--- config.mk ---
export PLATFORM = sky130hd
export DESIGN_NAME = tca_timer
export DESIGN_NICKNAME = d
export VERILOG_FILES = /design/src/tca_pkg.sv /design/src/tca_timer.sv
export SDC_FILE = /design/constraint.sdc
export NUM_CORES = 1
export LEC_CHECK = 0
export BUFFER_PORTS_ARGS = -buffer_cell sky130_fd_sc_hd__buf_2
export CAP_MARGIN = 20
export CORE_ASPECT_RATIO = 1.1
export CORE_MARGIN = 1
export CORE_UTILIZATION = 62
export DETAILED_ROUTE_END_ITERATION = 6
export HOLD_SLACK_MARGIN = 0.08
export PLACE_DENSITY = 0.79
export SYNTH_ARGS = -nofsm -noshare
export SYNTH_HDL_FRONTEND = slang
export SYNTH_SLANG_ARGS = --single-unit
--- constraint.sdc ---
create_clock -name sys_clk -period 5.19 [get_ports sys_clk]
set_input_delay 0.2595 -clock sys_clk [delete_from_list [all_inputs] [get_ports sys_clk]]
set_output_delay 0.2595 -clock sys_clk [all_outputs]
set_load 0.03 [all_outputs]
--- src/tca_pkg.sv ---
// tca_pkg: register indices, field positions, codes and state record of
// the four-channel timer with pulse accumulator.
// assumes a 32-bit classic wishbone slave, one register per aligned word.
package tca_pkg;
    localparam int CH_N = 4;
    // register indices; byte address is four times the index
    localparam logic [5:0] IDX_DIR = 6'h00;
    localparam logic [5:0] IDX_FORCE = 6'h01;
    localparam logic [5:0] IDX_C7MASK = 6'h02;
    localparam logic [5:0] IDX_C7DATA = 6'h03;
    localparam logic [5:0] IDX_TCNT = 6'h04;
    localparam logic [5:0] IDX_SYS = 6'h06;
    localparam logic [5:0] IDX_OUTCTL = 6'h08;
    localparam logic [5:0] IDX_EDGE = 6'h0a;
    localparam logic [5:0] IDX_IE = 6'h0c;
    localparam logic [5:0] IDX_SYS2 = 6'h0d;
    localparam logic [5:0] IDX_CFLG = 6'h0e;
    localparam logic [5:0] IDX_TFLG = 6'h0f;
    localparam logic [5:0] IDX_CVAL0 = 6'h18;
    localparam logic [5:0] IDX_CVAL3 = 6'h1b;
    localparam logic [5:0] IDX_ACTL = 6'h20;
    localparam logic [5:0] IDX_AFLG = 6'h21;
    localparam logic [5:0] IDX_ACNT = 6'h22;
    localparam logic [5:0] IDX_PORT = 6'h30;
    // field positions
    localparam int SYS_ON_BIT = 7;
    localparam int SYS_FFC_BIT = 4;
    localparam int SYS2_TOIE_BIT = 7;
    localparam int SYS2_COUNTER_RESET_ON_MATCH_BIT = 3;
    localparam int ACTL_ON_BIT = 6;
    localparam int ACTL_MODE_BIT = 5;
    localparam int ACTL_EDGE_BIT = 4;
    localparam int ACTL_CLK_LO = 2;
    localparam int ACTL_OVFIE_BIT = 1;
    localparam int ACTL_INIE_BIT = 0;
    localparam int AFLG_OVF_BIT = 1;
    localparam int AFLG_EDGE_BIT = 0;
    localparam int TFLG_TOF_BIT = 7;
    localparam int PORT_DIR_LO = 4;
    localparam int CH7 = 3;
    // counter clock select codes
    localparam logic [1:0] CLK_PRESC = 2'h0;
    localparam logic [1:0] CLK_ACC = 2'h1;
    localparam logic [1:0] CLK_ACC256 = 2'h2;
    localparam logic [1:0] CLK_ACC64K = 2'h3;
    // compare output actions, {mode, level}
    localparam logic [1:0] ACT_OFF = 2'h0;
    localparam logic [1:0] ACT_TOGGLE = 2'h1;
    localparam logic [1:0] ACT_CLEAR = 2'h2;
    localparam logic [1:0] ACT_SET = 2'h3;
    // divider terminal values
    localparam logic [5:0] DIV64_LAST = 6'h3f;
    localparam logic [7:0] DIV256_LAST = 8'hff;
    localparam logic [15:0] DIV64K_LAST = 16'hffff;
    localparam logic [15:0] CNT_LAST = 16'hffff;
    localparam logic [15:0] CNT_ZERO = 16'h0000;

    typedef struct packed {
        logic ack;
        logic [31:0] rdata;
        logic timer_on;
        logic fast_flag_clear;
        logic toie;
        logic counter_reset_on_match;
        logic [2:0] prescale_sel;
        logic accum_on;
        logic accum_mode_sel;
        logic accum_edge_sel;
        logic [1:0] clk_sel;
        logic accum_overflow_irq_on;
        logic accum_input_irq_on;
        logic accum_overflow_flag;
        logic accum_edge_flag;
        logic [15:0] accum_count;
        logic [15:0] ext_div;
        logic [6:0] presc;
        logic [15:0] tcnt;
        logic tof;
        logic [3:0] chan_direction_bit;
        logic [3:0] out_mode_bit;
        logic [3:0] out_level_bit;
        logic [7:0] cap_edge;
        logic [3:0] chan_irq_on;
        logic [3:0] chan_flag;
        logic [3:0] c7_mask;
        logic [3:0] c7_data;
        logic [3:0][15:0] chan_value;
        logic [3:0] port_latch;
        logic [3:0] port_dir;
        logic [3:0] cmp_level;
        logic [3:0] sync1;
        logic [3:0] sync2;
        logic [3:0] prev;
        logic [3:0] pin_out;
        logic [3:0] pin_oe;
        logic [3:0] chan_irq;
        logic tof_irq;
        logic aovf_irq;
        logic aedge_irq;
    } tca_state_s;
endpackage : tca_pkg

--- src/tca_timer.sv ---
// tca_timer: 16-bit free-running counter, prescaler, four capture/compare
// channels and a 16-bit pulse accumulator on the last channel's pin.
// assumes pins synchronous to sys_clk and a classic wishbone master.
//
// Notes on behaviour
// select field picks counter clock source
// accumulator off forces prescaler clock
// clock select change takes effect immediately
// divide-by-64 exists only while timer on
// fast clear: count access clears accumulator flags
// overflow flag on wrap, write-one clears
// edge flag: event edge or gate trailing
// write one clears edge flag
// software accesses count as one word
// accumulator input synchronised before counting
// prescaler divides bus clock by powers
// capture copies counter, sets channel flag
// compare match drives pin, sets flag
// mode and level zero disconnect pin
// force performs compare action, no flag
// channel 7 match overrides masked pins
// channel 7 match may reset counter
// port write latched while pin compares
// event mode counts selected pin edges
// event counting ignores timer enable
// gated mode counts div64 while active
// irq enables gate accumulator flags out
// accumulator enable independent of timer
`timescale 1ns/1ps
module tca_timer (
    input wire logic sys_clk,
    input wire logic reset_n,
    input wire logic wb_cyc_i,
    input wire logic wb_stb_i,
    input wire logic wb_we_i,
    input wire logic [7:0] wb_adr_i,
    input wire logic [3:0] wb_sel_i,
    input wire logic [31:0] wb_dat_i,
    output logic [31:0] wb_dat_o,
    output logic wb_ack_o,
    input wire logic [tca_pkg::CH_N-1:0] chan_pin_i,
    output logic [tca_pkg::CH_N-1:0] chan_pin_o,
    output logic [tca_pkg::CH_N-1:0] chan_pin_oe,
    output logic [tca_pkg::CH_N-1:0] chan_irq_o,
    output logic timer_ovf_irq_o,
    output logic accum_ovf_irq_o,
    output logic accum_edge_irq_o
);
    import tca_pkg::*;

    tca_state_s st_r;
    tca_state_s st_nxt;
    logic acc;
    logic wr;
    logic [5:0] idx;
    logic [6:0] pmask;
    logic pre_tick;
    logic div64_tick;
    logic pin7;
    logic prev7;
    logic act_lvl;
    logic acc_edge;
    logic gate_end;
    logic accum_clock;
    logic ext_tick;
    logic cnt_tick;
    logic [15:0] cnt_n;
    logic [3:0] rise;
    logic [3:0] fall;
    logic [3:0] capt;
    logic [3:0] match;
    logic [3:0] force_w;
    logic [1:0] act;
    logic [31:0] rd;

    // whole next state in one pass; set terms follow clears so sets win
    always_comb begin
        st_nxt = st_r;
        acc = wb_cyc_i & wb_stb_i & ~st_r.ack;
        wr = acc & wb_we_i;
        idx = wb_adr_i[7:2];
        rd = 32'h0;
        act = ACT_OFF;
        force_w = 4'h0;

        // prescaler: free count, tick when low bits all ones
        pmask = 7'((8'h01 << st_r.prescale_sel) - 8'h01);
        pre_tick = st_r.timer_on && ((st_r.presc & pmask) == pmask);
        div64_tick = st_r.timer_on && (st_r.presc[5:0] == DIV64_LAST);
        st_nxt.presc = st_r.timer_on ? st_r.presc + 7'h01 : 7'h00;

        // pin edges come from the second sync stage only
        rise = st_r.sync2 & ~st_r.prev;
        fall = ~st_r.sync2 & st_r.prev;
        st_nxt.sync1 = chan_pin_i;
        st_nxt.sync2 = st_r.sync1;
        st_nxt.prev = st_r.sync2;

        // accumulator input: edge bit picks polarity in both modes
        pin7 = st_r.sync2[CH7];
        prev7 = st_r.prev[CH7];
        act_lvl = st_r.accum_edge_sel ? ~pin7 : pin7;
        acc_edge = st_r.accum_edge_sel ? rise[CH7] : fall[CH7];
        // trailing edge of active gate is the edge leaving active level
        gate_end = st_r.accum_edge_sel ? rise[CH7] : fall[CH7];
        if (!st_r.accum_on) begin
            accum_clock = 1'b0;
        end else if (!st_r.accum_mode_sel) begin
            accum_clock = acc_edge;
        end else begin
            accum_clock = div64_tick && act_lvl;
        end

        // external divider for the slow counter clock choices
        if (accum_clock) begin
            st_nxt.ext_div = st_r.ext_div + 16'h0001;
        end
        if (st_r.clk_sel == CLK_ACC256) begin
            ext_tick = accum_clock && (st_r.ext_div[7:0] == DIV256_LAST);
        end else begin
            ext_tick = accum_clock && (st_r.ext_div == DIV64K_LAST);
        end

        // counter clock mux, read live from the select field
        if (!st_r.accum_on || st_r.clk_sel == CLK_PRESC) begin
            cnt_tick = pre_tick;
        end else if (st_r.clk_sel == CLK_ACC) begin
            cnt_tick = st_r.timer_on && accum_clock;
        end else begin
            cnt_tick = st_r.timer_on && ext_tick;
        end

        // free-running counter; channel 7 match may restart it
        cnt_n = st_r.tcnt;
        if (cnt_tick) begin
            if (st_r.counter_reset_on_match && st_r.chan_direction_bit[CH7]
                && st_r.tcnt == st_r.chan_value[CH7]) begin
                cnt_n = CNT_ZERO;
            end else begin
                cnt_n = st_r.tcnt + 16'h0001;
            end
        end
        st_nxt.tcnt = cnt_n;

        // register writes; flags are write-one-to-clear
        if (wr && idx == IDX_DIR && wb_sel_i[0]) begin
            st_nxt.chan_direction_bit = wb_dat_i[3:0];
        end
        if (wr && idx == IDX_FORCE && wb_sel_i[0]) begin
            force_w = wb_dat_i[3:0];
        end
        if (wr && idx == IDX_C7MASK && wb_sel_i[0]) begin
            st_nxt.c7_mask = wb_dat_i[3:0];
        end
        if (wr && idx == IDX_C7DATA && wb_sel_i[0]) begin
            st_nxt.c7_data = wb_dat_i[3:0];
        end
        if (wr && idx == IDX_SYS && wb_sel_i[0]) begin
            st_nxt.timer_on = wb_dat_i[SYS_ON_BIT];
            st_nxt.fast_flag_clear = wb_dat_i[SYS_FFC_BIT];
        end
        if (wr && idx == IDX_OUTCTL && wb_sel_i[0]) begin
            for (int k = 0; k < CH_N; k++) begin
                st_nxt.out_mode_bit[k] = wb_dat_i[2*k+1];
                st_nxt.out_level_bit[k] = wb_dat_i[2*k];
            end
        end
        if (wr && idx == IDX_EDGE && wb_sel_i[0]) begin
            st_nxt.cap_edge = wb_dat_i[7:0];
        end
        if (wr && idx == IDX_IE && wb_sel_i[0]) begin
            st_nxt.chan_irq_on = wb_dat_i[3:0];
        end
        if (wr && idx == IDX_SYS2 && wb_sel_i[0]) begin
            st_nxt.toie = wb_dat_i[SYS2_TOIE_BIT];
            st_nxt.counter_reset_on_match = wb_dat_i[SYS2_COUNTER_RESET_ON_MATCH_BIT];
            st_nxt.prescale_sel = wb_dat_i[2:0];
        end
        if (wr && idx == IDX_CFLG && wb_sel_i[0]) begin
            st_nxt.chan_flag = st_r.chan_flag & ~wb_dat_i[3:0];
        end
        if (wr && idx == IDX_TFLG && wb_sel_i[0]
            && wb_dat_i[TFLG_TOF_BIT]) begin
            st_nxt.tof = 1'b0;
        end
        // any counter access clears the overflow flag under fast clear
        if (acc && idx == IDX_TCNT && st_r.fast_flag_clear) begin
            st_nxt.tof = 1'b0;
        end
        if (wr && idx == IDX_ACTL && wb_sel_i[0]) begin
            st_nxt.accum_on = wb_dat_i[ACTL_ON_BIT];
            st_nxt.accum_mode_sel = wb_dat_i[ACTL_MODE_BIT];
            st_nxt.accum_edge_sel = wb_dat_i[ACTL_EDGE_BIT];
            st_nxt.clk_sel = wb_dat_i[ACTL_CLK_LO+1:ACTL_CLK_LO];
            st_nxt.accum_overflow_irq_on = wb_dat_i[ACTL_OVFIE_BIT];
            st_nxt.accum_input_irq_on = wb_dat_i[ACTL_INIE_BIT];
        end
        if (wr && idx == IDX_AFLG && wb_sel_i[0]) begin
            if (wb_dat_i[AFLG_OVF_BIT]) begin
                st_nxt.accum_overflow_flag = 1'b0;
            end
            if (wb_dat_i[AFLG_EDGE_BIT]) begin
                st_nxt.accum_edge_flag = 1'b0;
            end
        end
        if (acc && idx == IDX_ACNT && st_r.fast_flag_clear) begin
            st_nxt.accum_overflow_flag = 1'b0;
            st_nxt.accum_edge_flag = 1'b0;
        end
        if (wr && idx == IDX_PORT && wb_sel_i[0]) begin
            st_nxt.port_latch = wb_dat_i[3:0];
            st_nxt.port_dir = wb_dat_i[PORT_DIR_LO+3:PORT_DIR_LO];
        end

        // pulse accumulator count; a same-cycle bus write takes priority
        if (accum_clock) begin
            st_nxt.accum_count = st_r.accum_count + 16'h0001;
            if (st_r.accum_count == CNT_LAST) begin
                st_nxt.accum_overflow_flag = 1'b1;
            end
        end
        if (wr && idx == IDX_ACNT) begin
            if (wb_sel_i[0]) begin
                st_nxt.accum_count[7:0] = wb_dat_i[7:0];
            end
            if (wb_sel_i[1]) begin
                st_nxt.accum_count[15:8] = wb_dat_i[15:8];
            end
        end
        if (st_r.accum_on) begin
            if (!st_r.accum_mode_sel ? acc_edge : gate_end) begin
                st_nxt.accum_edge_flag = 1'b1;
            end
        end
        if (cnt_tick && st_r.tcnt == CNT_LAST) begin
            st_nxt.tof = 1'b1;
        end

        // channels: capture, compare, force, then channel 7 override
        for (int k = 0; k < CH_N; k++) begin
            capt[k] = ~st_r.chan_direction_bit[k]
                      & ((st_r.cap_edge[2*k] & rise[k])
                      | (st_r.cap_edge[2*k+1] & fall[k]));
            match[k] = st_r.chan_direction_bit[k] & cnt_tick
                       & (cnt_n == st_r.chan_value[k]);
            if (capt[k]) begin
                st_nxt.chan_value[k] = st_r.tcnt;
            end else if (wr && st_r.chan_direction_bit[k]
                         && idx == IDX_CVAL0 + 6'(k)) begin
                if (wb_sel_i[0]) begin
                    st_nxt.chan_value[k][7:0] = wb_dat_i[7:0];
                end
                if (wb_sel_i[1]) begin
                    st_nxt.chan_value[k][15:8] = wb_dat_i[15:8];
                end
            end
            if (capt[k] || match[k]) begin
                st_nxt.chan_flag[k] = 1'b1;
            end
            act = {st_r.out_mode_bit[k], st_r.out_level_bit[k]};
            if (match[k] || (force_w[k] && st_r.chan_direction_bit[k])) begin
                case (act)
                    ACT_TOGGLE: st_nxt.cmp_level[k] = ~st_r.cmp_level[k];
                    ACT_CLEAR: st_nxt.cmp_level[k] = 1'b0;
                    ACT_SET: st_nxt.cmp_level[k] = 1'b1;
                    default: st_nxt.cmp_level[k] = st_r.cmp_level[k];
                endcase
            end
        end
        for (int k = 0; k < CH_N; k++) begin
            if (st_r.c7_mask[k] && (match[CH7]
                || (force_w[CH7] && st_r.chan_direction_bit[CH7]))) begin
                st_nxt.cmp_level[k] = st_r.c7_data[k];
            end
            // pin connects to compare logic on an output channel unless mode and level are zero, and always when masked under output channel 7
            if ((st_r.chan_direction_bit[k]
                 && (st_r.out_mode_bit[k] || st_r.out_level_bit[k]))
                || (st_r.chan_direction_bit[CH7] && st_r.c7_mask[k])) begin
                st_nxt.pin_out[k] = st_nxt.cmp_level[k];
                st_nxt.pin_oe[k] = 1'b1;
            end else begin
                st_nxt.pin_out[k] = st_r.port_latch[k];
                st_nxt.pin_oe[k] = st_r.port_dir[k];
            end
        end

        // interrupt request levels
        st_nxt.chan_irq = st_nxt.chan_flag & st_nxt.chan_irq_on;
        st_nxt.tof_irq = st_nxt.tof & st_nxt.toie;
        st_nxt.aovf_irq = st_nxt.accum_overflow_flag
                          & st_nxt.accum_overflow_irq_on;
        st_nxt.aedge_irq = st_nxt.accum_edge_flag
                           & st_nxt.accum_input_irq_on;

        // read mux; whole count returned in one word, never split
        if (idx == IDX_DIR) begin
            rd[3:0] = st_r.chan_direction_bit;
        end else if (idx == IDX_C7MASK) begin
            rd[3:0] = st_r.c7_mask;
        end else if (idx == IDX_C7DATA) begin
            rd[3:0] = st_r.c7_data;
        end else if (idx == IDX_TCNT) begin
            rd[15:0] = st_r.tcnt;
        end else if (idx == IDX_SYS) begin
            rd[SYS_ON_BIT] = st_r.timer_on;
            rd[SYS_FFC_BIT] = st_r.fast_flag_clear;
        end else if (idx == IDX_OUTCTL) begin
            for (int k = 0; k < CH_N; k++) begin
                rd[2*k+1] = st_r.out_mode_bit[k];
                rd[2*k] = st_r.out_level_bit[k];
            end
        end else if (idx == IDX_EDGE) begin
            rd[7:0] = st_r.cap_edge;
        end else if (idx == IDX_IE) begin
            rd[3:0] = st_r.chan_irq_on;
        end else if (idx == IDX_SYS2) begin
            rd[SYS2_TOIE_BIT] = st_r.toie;
            rd[SYS2_COUNTER_RESET_ON_MATCH_BIT] = st_r.counter_reset_on_match;
            rd[2:0] = st_r.prescale_sel;
        end else if (idx == IDX_CFLG) begin
            rd[3:0] = st_r.chan_flag;
        end else if (idx == IDX_TFLG) begin
            rd[TFLG_TOF_BIT] = st_r.tof;
        end else if (idx >= IDX_CVAL0 && idx <= IDX_CVAL3) begin
            rd[15:0] = st_r.chan_value[2'(idx - IDX_CVAL0)];
        end else if (idx == IDX_ACTL) begin
            rd[ACTL_ON_BIT] = st_r.accum_on;
            rd[ACTL_MODE_BIT] = st_r.accum_mode_sel;
            rd[ACTL_EDGE_BIT] = st_r.accum_edge_sel;
            rd[ACTL_CLK_LO+1:ACTL_CLK_LO] = st_r.clk_sel;
            rd[ACTL_OVFIE_BIT] = st_r.accum_overflow_irq_on;
            rd[ACTL_INIE_BIT] = st_r.accum_input_irq_on;
        end else if (idx == IDX_AFLG) begin
            rd[AFLG_OVF_BIT] = st_r.accum_overflow_flag;
            rd[AFLG_EDGE_BIT] = st_r.accum_edge_flag;
        end else if (idx == IDX_ACNT) begin
            rd[15:0] = st_r.accum_count;
        end else if (idx == IDX_PORT) begin
            rd[3:0] = st_r.port_latch;
            rd[PORT_DIR_LO+3:PORT_DIR_LO] = st_r.port_dir;
        end else begin
            rd = 32'h0; // unmapped: acked, reads zero
        end
        st_nxt.ack = acc;
        st_nxt.rdata = acc ? rd : 32'h0;
    end

    // single state register, constants only under reset
    always_ff @(posedge sys_clk or negedge reset_n) begin
        if (!reset_n) begin
            st_r <= '0;
        end else begin
            st_r <= st_nxt;
        end
    end

    // outputs straight from the state flops
    assign wb_ack_o = st_r.ack;
    assign wb_dat_o = st_r.rdata;
    assign chan_pin_o = st_r.pin_out;
    assign chan_pin_oe = st_r.pin_oe;
    assign chan_irq_o = st_r.chan_irq;
    assign timer_ovf_irq_o = st_r.tof_irq;
    assign accum_ovf_irq_o = st_r.aovf_irq;
    assign accum_edge_irq_o = st_r.aedge_irq;
endmodule : tca_timer

==> results.py, run 1 <==
metrics = {
    "final_layout": {
        "final_cell_count_no_fill": 1843,
        "syn_to_final_growth_pct": 10.6,
        "fin_area_um2": 15600,
        "drive_above_1_share": 0.169,
        "fillers": 1665,
        "postLayoutCoreUtil": 0.703,
        "fin_nets": 1585,
    },
    "yosys": {
        "synth_cell_types": 88,
        "synth_area_leader_cell": "dfrtp_1",
        "netlist_instances": 1502,
        "synth-main-ff-cell": "dfrtp_1",
        "netlist_area_um2": 14100,
        "ys_ff_latch": 228,
        "async_flop_share": 1.00,
        "yosys_warnings": 0,
        "synth-edff-count": 0,
        "yosys-top-cells-area": "dfrtp_1, mux2i_1, mux2_2",
        "synth_top_cell_area_share": 0.405,
        "synth_most_common_cell": "dfrtp_1",
        "synth.avg_cell_area_um2": 9.38,
        "synth-seq-area-share": 0.405,
        "synth_common_cells": "dfrtp_1, nor2_1, nand2_1",
    },
    "clock_network": {
        "cts_buffers": 25,
        "clock_path_buffers": 3,
        "root_buffer": "clkbuf_16",
        "clkSlewWorstSetupHoldPaths_ps": 70,
        "cts_tree": "built",
        "clock_latency_ps": 550,
        "cts.sinks": 228,
        "h-tree-depth": 1,
        "post_cts_buffers": 0,
    },
    "sta": {
        "fin_worst_skew_ps": 26.6,
        "fin_crit_sh": 0.925,
        "slew_headroom": 0.276,
        "clock.fmax_mhz": 208,
        "tightest_slew_ps": 1080,
        "finalSetupViolations": 0,
        "rsz0062_at_grt": "false",
        "final.min_clock_period_ps": 4800,
        "slew_violations": 0,
        "setup_tns_ps": 0,
        "holdWs_ps": 128,
        "hold_viol": 0,
    },
    "worst_setup_path": {
        "cp.arrival_ps": 5250,
        "end_kind": "flip-flop",
        "worstReg2RegStart": "st_r[156]",
        "cp.required_ps": 5640,
        "path_cells": "ha_1 > nand3_1 > nor4_1 > o211a_4 > mux2_2 > a211oi_2 > nor3_1 > a2111oi_0 > nand4_1 > o21ai_1 > and2_1 > a22oi_1 > o31ai_1",
        "worstReg2RegEnd": "chan_pin_o[1]",
        "cp_slowest_stage_delay_ps": 670,
        "reg2regPathDepth": 13,
        "cp_slowest_cell": "a211oi_2",
        "cp-start-kind": "flip-flop",
        "path_class": "reg2reg",
        "crit_path_max_fanout": 12,
        "r2r_setup_slack_ps": 390,
    },
    "floorplan": {
        "die_area_um2": 23300,
        "start_util": 0.635,
        "rows": 57,
        "io-pin-count": 101,
        "die_y_um": 160,
        "fp.dieW_um": 146,
        "core_um2": 22200,
    },
    "grt": {
        "use_met1": 0.577,
        "use_met3": 0.0837,
        "use_met2": 0.645,
        "grt.overflow.total": 0,
        "grt_pass1_wl_mm": 74.8,
        "grt_pass1_vias": 12366,
        "grt_most_used_layer": "met2",
        "antenna_found_initial": 1,
        "grt_max_degree": 142,
        "grt_usage": 0.424,
    },
    "route": {
        "vias": 12726,
        "dr.pass1.iters": 5,
        "drt_iter0_markers": 1658,
        "post-route-drc-count": 0,
        "wl_per_cell_um": 26.5,
        "via_per_inst": 6.91,
        "drt-total-wl_mm": 48.8,
        "detail-route-antenna-nets": 0,
    },
    "placement": {
        "place.gp.congestion": 1.02,
        "dp_cells": 1781,
        "portBuffers": 64,
        "dpl.hpwl_mm": 34.5,
        "placed_area_um2": 14500,
    },
    "worst_hold_path": {
        "hold_path.class": "in2reg",
        "hold_end": "st_r[185]",
        "whs_path_depth": 3,
        "hp-start": "wb_dat_i[6]",
    },
    "pwr": {
        "p_per_area_nw_per_um2": 338,
        "p_leak_nw": 6.78,
        "peakVddDrop_v": 0.000348,
    },
    "outcome": {
        "status": "finished clean",
    },
    "flow_run": {
        "cap_violations": 0,
    },
}
==> power by group <==
part	internal [W]	total, W	switching (W)
clock	0.00123	0.00200	0.000770
combinational	0.000400	0.000953	0.000553
sequential	0.00196	0.00231	0.000354
==> kinds of logic after synthesis <==
group | after synthesis | share of synthesized area
AND/OR/NAND/NOR | 511 | 0.184
AO/OA/AOI/OAI | 355 | 0.169
flip-flops | 228 | 0.405
buffers and inverters | 169 | 0.0589
multiplexers | 160 | 0.133
XOR/XNOR | 74 | 0.0460
adder cells (fa/ha/maj) | 4 | 0.00355
other | 1 | 0.000266
==> layer usage <==
layer	wire, µm	vias up
li1	-	5497
met1	18900	6204
met2	21900	849
met4	2650	0
met3	5330	176
met5	0	-
==> how the worst max path moves through the flow <==
stage / start / end / slack (ps)
after detailed placement: st_r[156] / chan_pin_o[2] / 550
final: st_r[156] / chan_pin_o[1] / 390
after global routing: st_r[156] / chan_pin_o[1] / 90
after global placement: st_r[156] / chan_pin_o[1] / 700
after CTS: st_r[156] / chan_pin_o[2] / 500
after floorplan: st_r[156] / chan_pin_o[2] / 1410
==> worst max-delay path: cells and delay by family (launching register included) <==
| family | cells | cell delay, ps |
|---|---|---|
| AND/OR/NAND/NOR | 5 | 1340 |
| multiplexers | 1 | 370 |
| AO/OA/AOI/OAI | 6 | 2310 |
| adder cells (fa/ha/maj) | 1 | 230 |
| flip-flops | 1 | 450 |
==> state kept, by name (all words and copies together), names as in the netlist <==
register and flops:
accum_edge_irq_o 1, accum_ovf_irq_o 1, act 2, chan_irq_o 4
chan_pin_o 4, chan_pin_oe 4, pin7 1, prev7 1
st_nxt 7, st_r 185, timer_ovf_irq_o 1, wb_ack_o 1
wb_dat_o 16
==> final cells by class <==
type	count	area, µm²	area share
multi-input combinational	1120	7650	0.491
timing repair buffer	124	818	0.0525
clock inverter	11	204	0.0131
clock buffer	35	723	0.0464
antenna	1	2.50	0.000161
tap	295	369	0.0237
inverter	29	109	0.00699
sequential	228	5710	0.366
==> cells in the final DEF (no fill, tap or decap), drive strengths merged, types with 6 or more instances in the layout <==
cell         count
a2111oi          7
a211oi          12
a21boi           6
a21o             8
a21oi          109
a221oi           6
a222oi           6
a22oi           25
a31oi           13
and2            18
and3            22
and4            11
buf            109
clkbuf          35
conb            16
dfrtp          228
dlygate4sd3     15
inv             30
mux2            62
mux2i           82
mux4            16
nand2          123
nand2b          10
nand3           51
nand3b          14
nand4           33
nor2           125
nor2b            7
nor3            31
nor3b            7
nor4            19
o211ai           9
o21a            12
o21ai           76
o31ai            9
or2              7
or3             18
or4              6
xnor2           40
xor2            34
==> per-stage QoR <==
step                      setup WS, ps  total power [W]
after floorplan                   1410          0.00282
after global placement             696          0.00320
after detailed placement           548          0.00322
after CTS                          505          0.00522
after global routing              85.1          0.00542
final                              387          0.00526
==> timing repair <==
item                                   CTS  global route
hold buffers                            15             0
endpoints found under the hold margin  152             0
resized for setup                        0             0
Power figures use the tool's default switching activity.
==> run 2, diff against run 1 <==
Settings changed: CORE_MARGIN 1 to 2.
Clock period 5.19 ns to 5.1 ns, I/O delays scaled along.
==> run 2 against run 1 <==
  * The flow now finishes with violations (design-rule violations)
  * Setup slack worse by 38 ps
  * Sequential power about the same
  * Clock skew down 17 ps
  * Cell count up 0.33%
  * Combinational power up 8%
  * Wire length up 2.0%
  * Flip-flop and latch count unchanged
==> results.py, run 2 (same netlist as run 1, synthesis figures left out) <==
metrics = {
    "clock_network": {
        "clkSlewWorstSetupHoldPaths_ps": 70,
        "cts.sinks": 228,
        "clock_path_buffers": 3,
        "cts_tree": "built",
        "clock_latency_ps": 540,
        "root_buffer": "clkbuf_16",
        "h-tree-depth": 1,
        "cts_buffers": 25,
        "cts-resized-gates": 0,
    },
    "grt": {
        "antenna_found_initial": 1,
        "grt_pass1_wl_mm": 74.8,
        "grt.overflow.total": 0,
        "grt_pass1_vias": 12194,
        "grt_usage": 0.413,
        "grt_max_degree": 138,
    },
    "floorplan": {
        "io-pin-count": 101,
        "die_area_um2": 24000,
        "fp.dieW_um": 148,
        "start_util": 0.635,
        "die_y_um": 162,
        "core_um2": 22200,
        "rows": 57,
    },
    "sta": {
        "final.min_clock_period_ps": 4750,
        "hold_viol": 0,
        "slew_violations": 0,
        "slew_headroom": 0.354,
        "tightest_slew_ps": 960,
        "fin_ws_ps": 348,
        "fin_crit_sh": 0.932,
        "fin_worst_skew_ps": 9.70,
        "clock.fmax_mhz": 210,
        "finalSetupViolations": 0,
        "setup_tns_ps": 0,
        "rsz0062_at_grt": "false",
    },
    "final_layout": {
        "final_cell_mix": "dfrtp_1, nor2_1, nand2_1",
        "final_cell_count_no_fill": 1849,
        "final_common_cell": "dfrtp_1",
        "syn_to_final_growth_pct": 10.4,
        "top_register": "st_r",
        "fin_nets": 1591,
        "drive_above_1_share": 0.174,
        "largest_reg_flops": 185,
        "fin_area_um2": 15600,
    },
    "route": {
        "met3_length_mm": 5.61,
        "dr_wl_met2_mm": 22.4,
        "dr.pass1.iters": 7,
        "dr.max_layer_used": "met5",
        "vias": 12957,
        "drt-total-wl_mm": 49.7,
        "post-route-drc-count": 27,
        "detail-route-antenna-nets": 0,
        "via_per_inst": 7.01,
        "wl_per_cell_um": 26.9,
        "drt_iter0_markers": 1819,
        "met1_length_mm": 19.0,
    },
    "worst_setup_path": {
        "end_kind": "flip-flop",
        "path_class": "reg2reg",
        "r2r_setup_slack_ps": 350,
        "cp-start-kind": "flip-flop",
        "crit_path_max_fanout": 18,
        "cp.required_ps": 5510,
        "cp.arrival_ps": 5170,
    },
    "placement": {
        "place_ws_ps": 477,
        "dp_cells": 1787,
        "dpl.hpwl_mm": 35.3,
        "place.gp.congestion": 1.06,
        "portBuffers": 64,
        "placed_area_um2": 14600,
    },
    "outcome": {
        "status": "finished with violations",
        "violations": "design-rule violations",
    },
    "worst_hold_path": {
        "hold_path.class": "in2reg",
    },
    "flow_run": {
        "cap_violations": 0,
    },
    "pwr": {
        "p_leak_nw": 6.78,
        "peakVddDrop_v": 0.000348,
        "p_per_area_nw_per_um2": 334,
    },
}
==> run 2: where the power goes <==
| group | leakage [nW] | internal, W | total, W | switching (W) |
|---|---|---|---|---|
| clock network | 0.412 | 0.00105 | 0.00185 | 0.000797 |
| logic | 3.45 | 0.000415 | 0.00103 | 0.000610 |
| registers | 2.92 | 0.00199 | 0.00233 | 0.000335 |
| total | 6.78 | 0.00346 | 0.00520 | 0.00174 |
==> run 2: cell type report <==
type | instances | area (µm²)
flip-flops and latches | 228 | 5710
fillers | 1647 | 6620
diodes | 1 | 2.50
clock buffers | 33 | 716
well taps | 295 | 369
inverters | 29 | 109
clock inverters | 13 | 126
repair buffers | 130 | 876
multi-input cells | 1120 | 7650
==> run 2: stage by stage <==
| step | utilization | hold slack, ps | power (W) |
|---|---|---|---|
| floorplan | - | -40.6 | 0.00287 |
| global placement | 0.657 | 309 | 0.00329 |
| detailed placement | 0.657 | 319 | 0.00331 |
| CTS | 0.701 | 111 | 0.00514 |
| global route | 0.701 | 127 | 0.00535 |
| finish | 0.701 | 125 | 0.00520 |
==> run 2: per-layer routing <==
metal	global-route usage	vias up
met4	0.194	2
met1	0.555	6321
met5	0	-
li1	-	5516
met2	0.637	918
met3	0.0980	200
==> run 2: worst max-delay path: stages, from the launching register on <==
cell	delay (ps)
dfrtp_1	430
ha_1	220
nand3_1	140
nor4_1	460
o211a_4	380
a22oi_1	250
buf_4	300
o21ai_0	320
a221oi_1	200
a2111oi_1	540
nand4_1	250
o31ai_1	360
buf_4	200
mux2_2	350
o211ai_1	100
nand3_1	110
==> run 2: worst paths after layout <==
path | from | cells after the start | to
setup / recovery | st_r[156] | 15 | chan_pin_o[2]
min in group asynchronous | reset_n | 2 | chan_pin_oe[1]
max in group asynchronous | reset_n | 3 | st_r[84]
hold reg to reg | st_nxt[19] | 0 | st_nxt[15]
setup reg to reg | st_r[156] | 15 | chan_pin_o[2]
hold / removal | wb_dat_i[6] | 3 | st_r[185]
==> run 2: repair_timing <==
action | CTS | global route
hold buffers | 15 | 0
setup buffers | 0 | 0
endpoints found under the hold margin | 104 | 0
==> run 3, diff against run 2 <==
Settings changed: CAP_MARGIN 20 to not set, GPL_TIMING_DRIVEN set to 0.
==> run 3 against run 2 <==
  * The run ends with design-rule violations, max-capacitance violations, max-slew violations left
  * Utilization increased by 0.99 points
  * Combinational power rose by 8%
  * Setup slack lost 340 ps
  * Count of clock-buffer cells in the layout rose by 2
  * Flip-flop and latch count did not move
  * Via count up 12%
  * Power increased by 0.19%
  * Critical path depth down 2
  * Maximum frequency decreased by 6.7%
  * Clock skew increased by 30 ps
  * First-iteration DRC count is 48% higher
  * Final area up 1.4%
  * Highest routed layer is now met4
==> results.py, run 3 (same netlist as run 1, synthesis figures left out) <==
metrics = {
    "outcome": {
        "status": "finished with violations",
        "violations": "design-rule violations, max-capacitance violations, max-slew violations",
    },
    "worst_hold_path": {
        "hold_path.class": "in2reg",
        "whs_path_depth": 3,
    },
    "floorplan": {
        "die_y_um": 162,
        "fp.dieW_um": 148,
        "die_area_um2": 24000,
        "start_util": 0.635,
        "rows": 57,
        "io-pin-count": 101,
        "core_um2": 22200,
    },
    "route": {
        "drt-total-wl_mm": 60.9,
        "wl_per_cell_um": 31.6,
        "vias": 14465,
        "post-route-drc-count": 71,
        "drt_iter0_markers": 2685,
        "via_per_inst": 7.51,
        "dr.pass1.iters": 7,
        "detail-route-antenna-nets": 0,
    },
    "sta": {
        "hold_viol": 0,
        "fin_ws_ps": 7.39,
        "slew_headroom": -0.0147,
        "tightest_slew_ps": 1520,
        "finalSetupViolations": 0,
        "fin_crit_sh": 0.999,
        "slew_violations": 9,
        "clock.fmax_mhz": 196,
        "fin_worst_skew_ps": 40.1,
        "final.min_clock_period_ps": 5090,
        "holdWs_ps": 106,
        "rsz0062_at_grt": "false",
    },
    "worst_setup_path": {
        "reg2regPathDepth": 13,
        "cp_slowest_stage_delay_ps": 550,
        "cp_slowest_cell": "a2111oi_2",
        "crit_path_max_fanout": 10,
        "cp.arrival_ps": 5510,
        "cp.required_ps": 5520,
        "end_kind": "flip-flop",
        "path_cells": "or3b_4 > a211oi_2 > o211ai_1 > buf_2 > o22ai_1 > xnor2_1 > o32ai_1 > a2111oi_2 > nand4_1 > o31ai_4 > mux2_2 > o211ai_1 > nand3_1",
        "crit_top_cell": "o211ai_1",
        "cp-start-kind": "flip-flop",
        "path_class": "reg2reg",
    },
    "clock_network": {
        "cts_tree": "built",
        "cts_buffers": 24,
        "clock_latency_ps": 560,
        "post_cts_buffers": 0,
        "clock_path_buffers": 3,
        "root_buffer": "clkbuf_16",
        "cts.sinks": 228,
        "h-tree-depth": 1,
        "clkSlewWorstSetupHoldPaths_ps": 70,
    },
    "grt": {
        "grt_usage": 0.506,
        "grt_max_degree": 128,
        "grt.overflow.total": 0,
        "grt_pass1_wl_mm": 90.0,
        "grt_pass1_vias": 14476,
        "antenna_found_initial": 1,
    },
    "pwr": {
        "intPower_w": 0.00335,
        "combPwrFrac": 0.213,
        "p_sw_frac": 0.357,
        "p_leak_nw": 6.85,
        "p_per_area_nw_per_um2": 330,
        "p_clk_frac": 0.337,
        "switchingPower_w": 0.00186,
        "power_frac_seq": 0.449,
        "peakVddDrop_v": 0.000375,
    },
    "placement": {
        "place_ws_ps": -272,
        "place.gp.congestion": 1.07,
        "dp_cells": 1871,
        "portBuffers": 57,
        "dpl.hpwl_mm": 42.5,
        "placed_area_um2": 14800,
    },
    "final_layout": {
        "drive_above_1_share": 0.163,
        "syn_to_final_growth_pct": 12.0,
        "final_cell_mix": "dfrtp_1, nand2_1, nor2_1",
        "fin_area_um2": 15800,
        "final_common_cell": "dfrtp_1",
        "largest_reg_flops": 185,
        "final_cell_count_no_fill": 1927,
        "fin_nets": 1670,
        "top_register": "st_r",
        "multi_input_area_um2": 7670,
        "seqCellArea_um2": 5710,
        "fillers": 1518,
    },
    "flow_run": {
        "cap_violations": 2,
    },
}
==> run 3: cell count changes in the layout (fill, tap and decap cells not counted), moves of 4 or more <==
cell	change
clkbuf_1	+75
buf_1	+11
buf_4	-6
buf_2	+4
==> run 3: path summary, 6_finish.rpt <==
check                           slack, ps         start            end
worst max-delay path                    7          pin7  chan_pin_o[2]
worst min-delay path                  110  wb_dat_i[12]      st_r[191]
worst max register to register          7          pin7  chan_pin_o[2]
worst min register to register        350    st_nxt[19]     st_nxt[15]
max in group asynchronous            3620       reset_n       st_r[99]
min in group asynchronous             340       reset_n  chan_pin_o[1]
==> run 3: what timing repair did <==
item                                   in CTS  in global routing
hold buffers                               12                  0
setup endpoints to repair                   3                  8
endpoints found under the hold margin     111                  0
resized for setup                           4                  9
==> run 3: area by class of cell <==
type,count,share of cell area
diodes,2,0.000317
plain buffers,139,0.0455
clock buffers,35,0.0439
clock inverters,8,0.00397
inverters,29,0.00690
multi-input cells,1120,0.486
flip-flops and latches,228,0.362
well taps,295,0.0234
repair buffers,71,0.0284
==> run 3: power by group through the flow <==
stage                     clock, W  sequential, W  combinational (W)
after detailed placement         0        0.00233            0.00102
after global routing       0.00179        0.00233            0.00116
after floorplan                  0        0.00218           0.000692
after global placement           0        0.00232           0.000993
after CTS                  0.00171        0.00230            0.00105
final                      0.00176        0.00234            0.00111
==> run 3: per-stage QoR <==
stage / TNS [ps] / power, W / utilization
6_report: 0 / 0.00521 / 0.711
5_1_grt: 0 / 0.00528 / 0.711
4_1_cts: 0 / 0.00506 / 0.710
3_5_place_dp: -493 / 0.00335 / 0.669
3_3_place_gp: -4130 / 0.00331 / 0.667
2_1_floorplan: 0 / 0.00287 / -
==> run 3: metal layers <==
metal / up-vias / GRT usage / part of all wire
li1: 5691 / - / -
met1: 6728 / 0.595 / 0.33
met2: 1545 / 0.773 / 0.43
met3: 501 / 0.197 / 0.15
met4: 0 / 0.339 / 0.094
met5: - / 0 / 0
==> run 3: worst max-delay path: cells and delay by family (launching register included) <==
family,cells,cell delay [ps]
AO/OA/AOI/OAI,7,2390
AND/OR/NAND/NOR,3,1000
flip-flops,1,500
multiplexers,1,420
XOR/XNOR,1,360
buffers and inverters,1,280
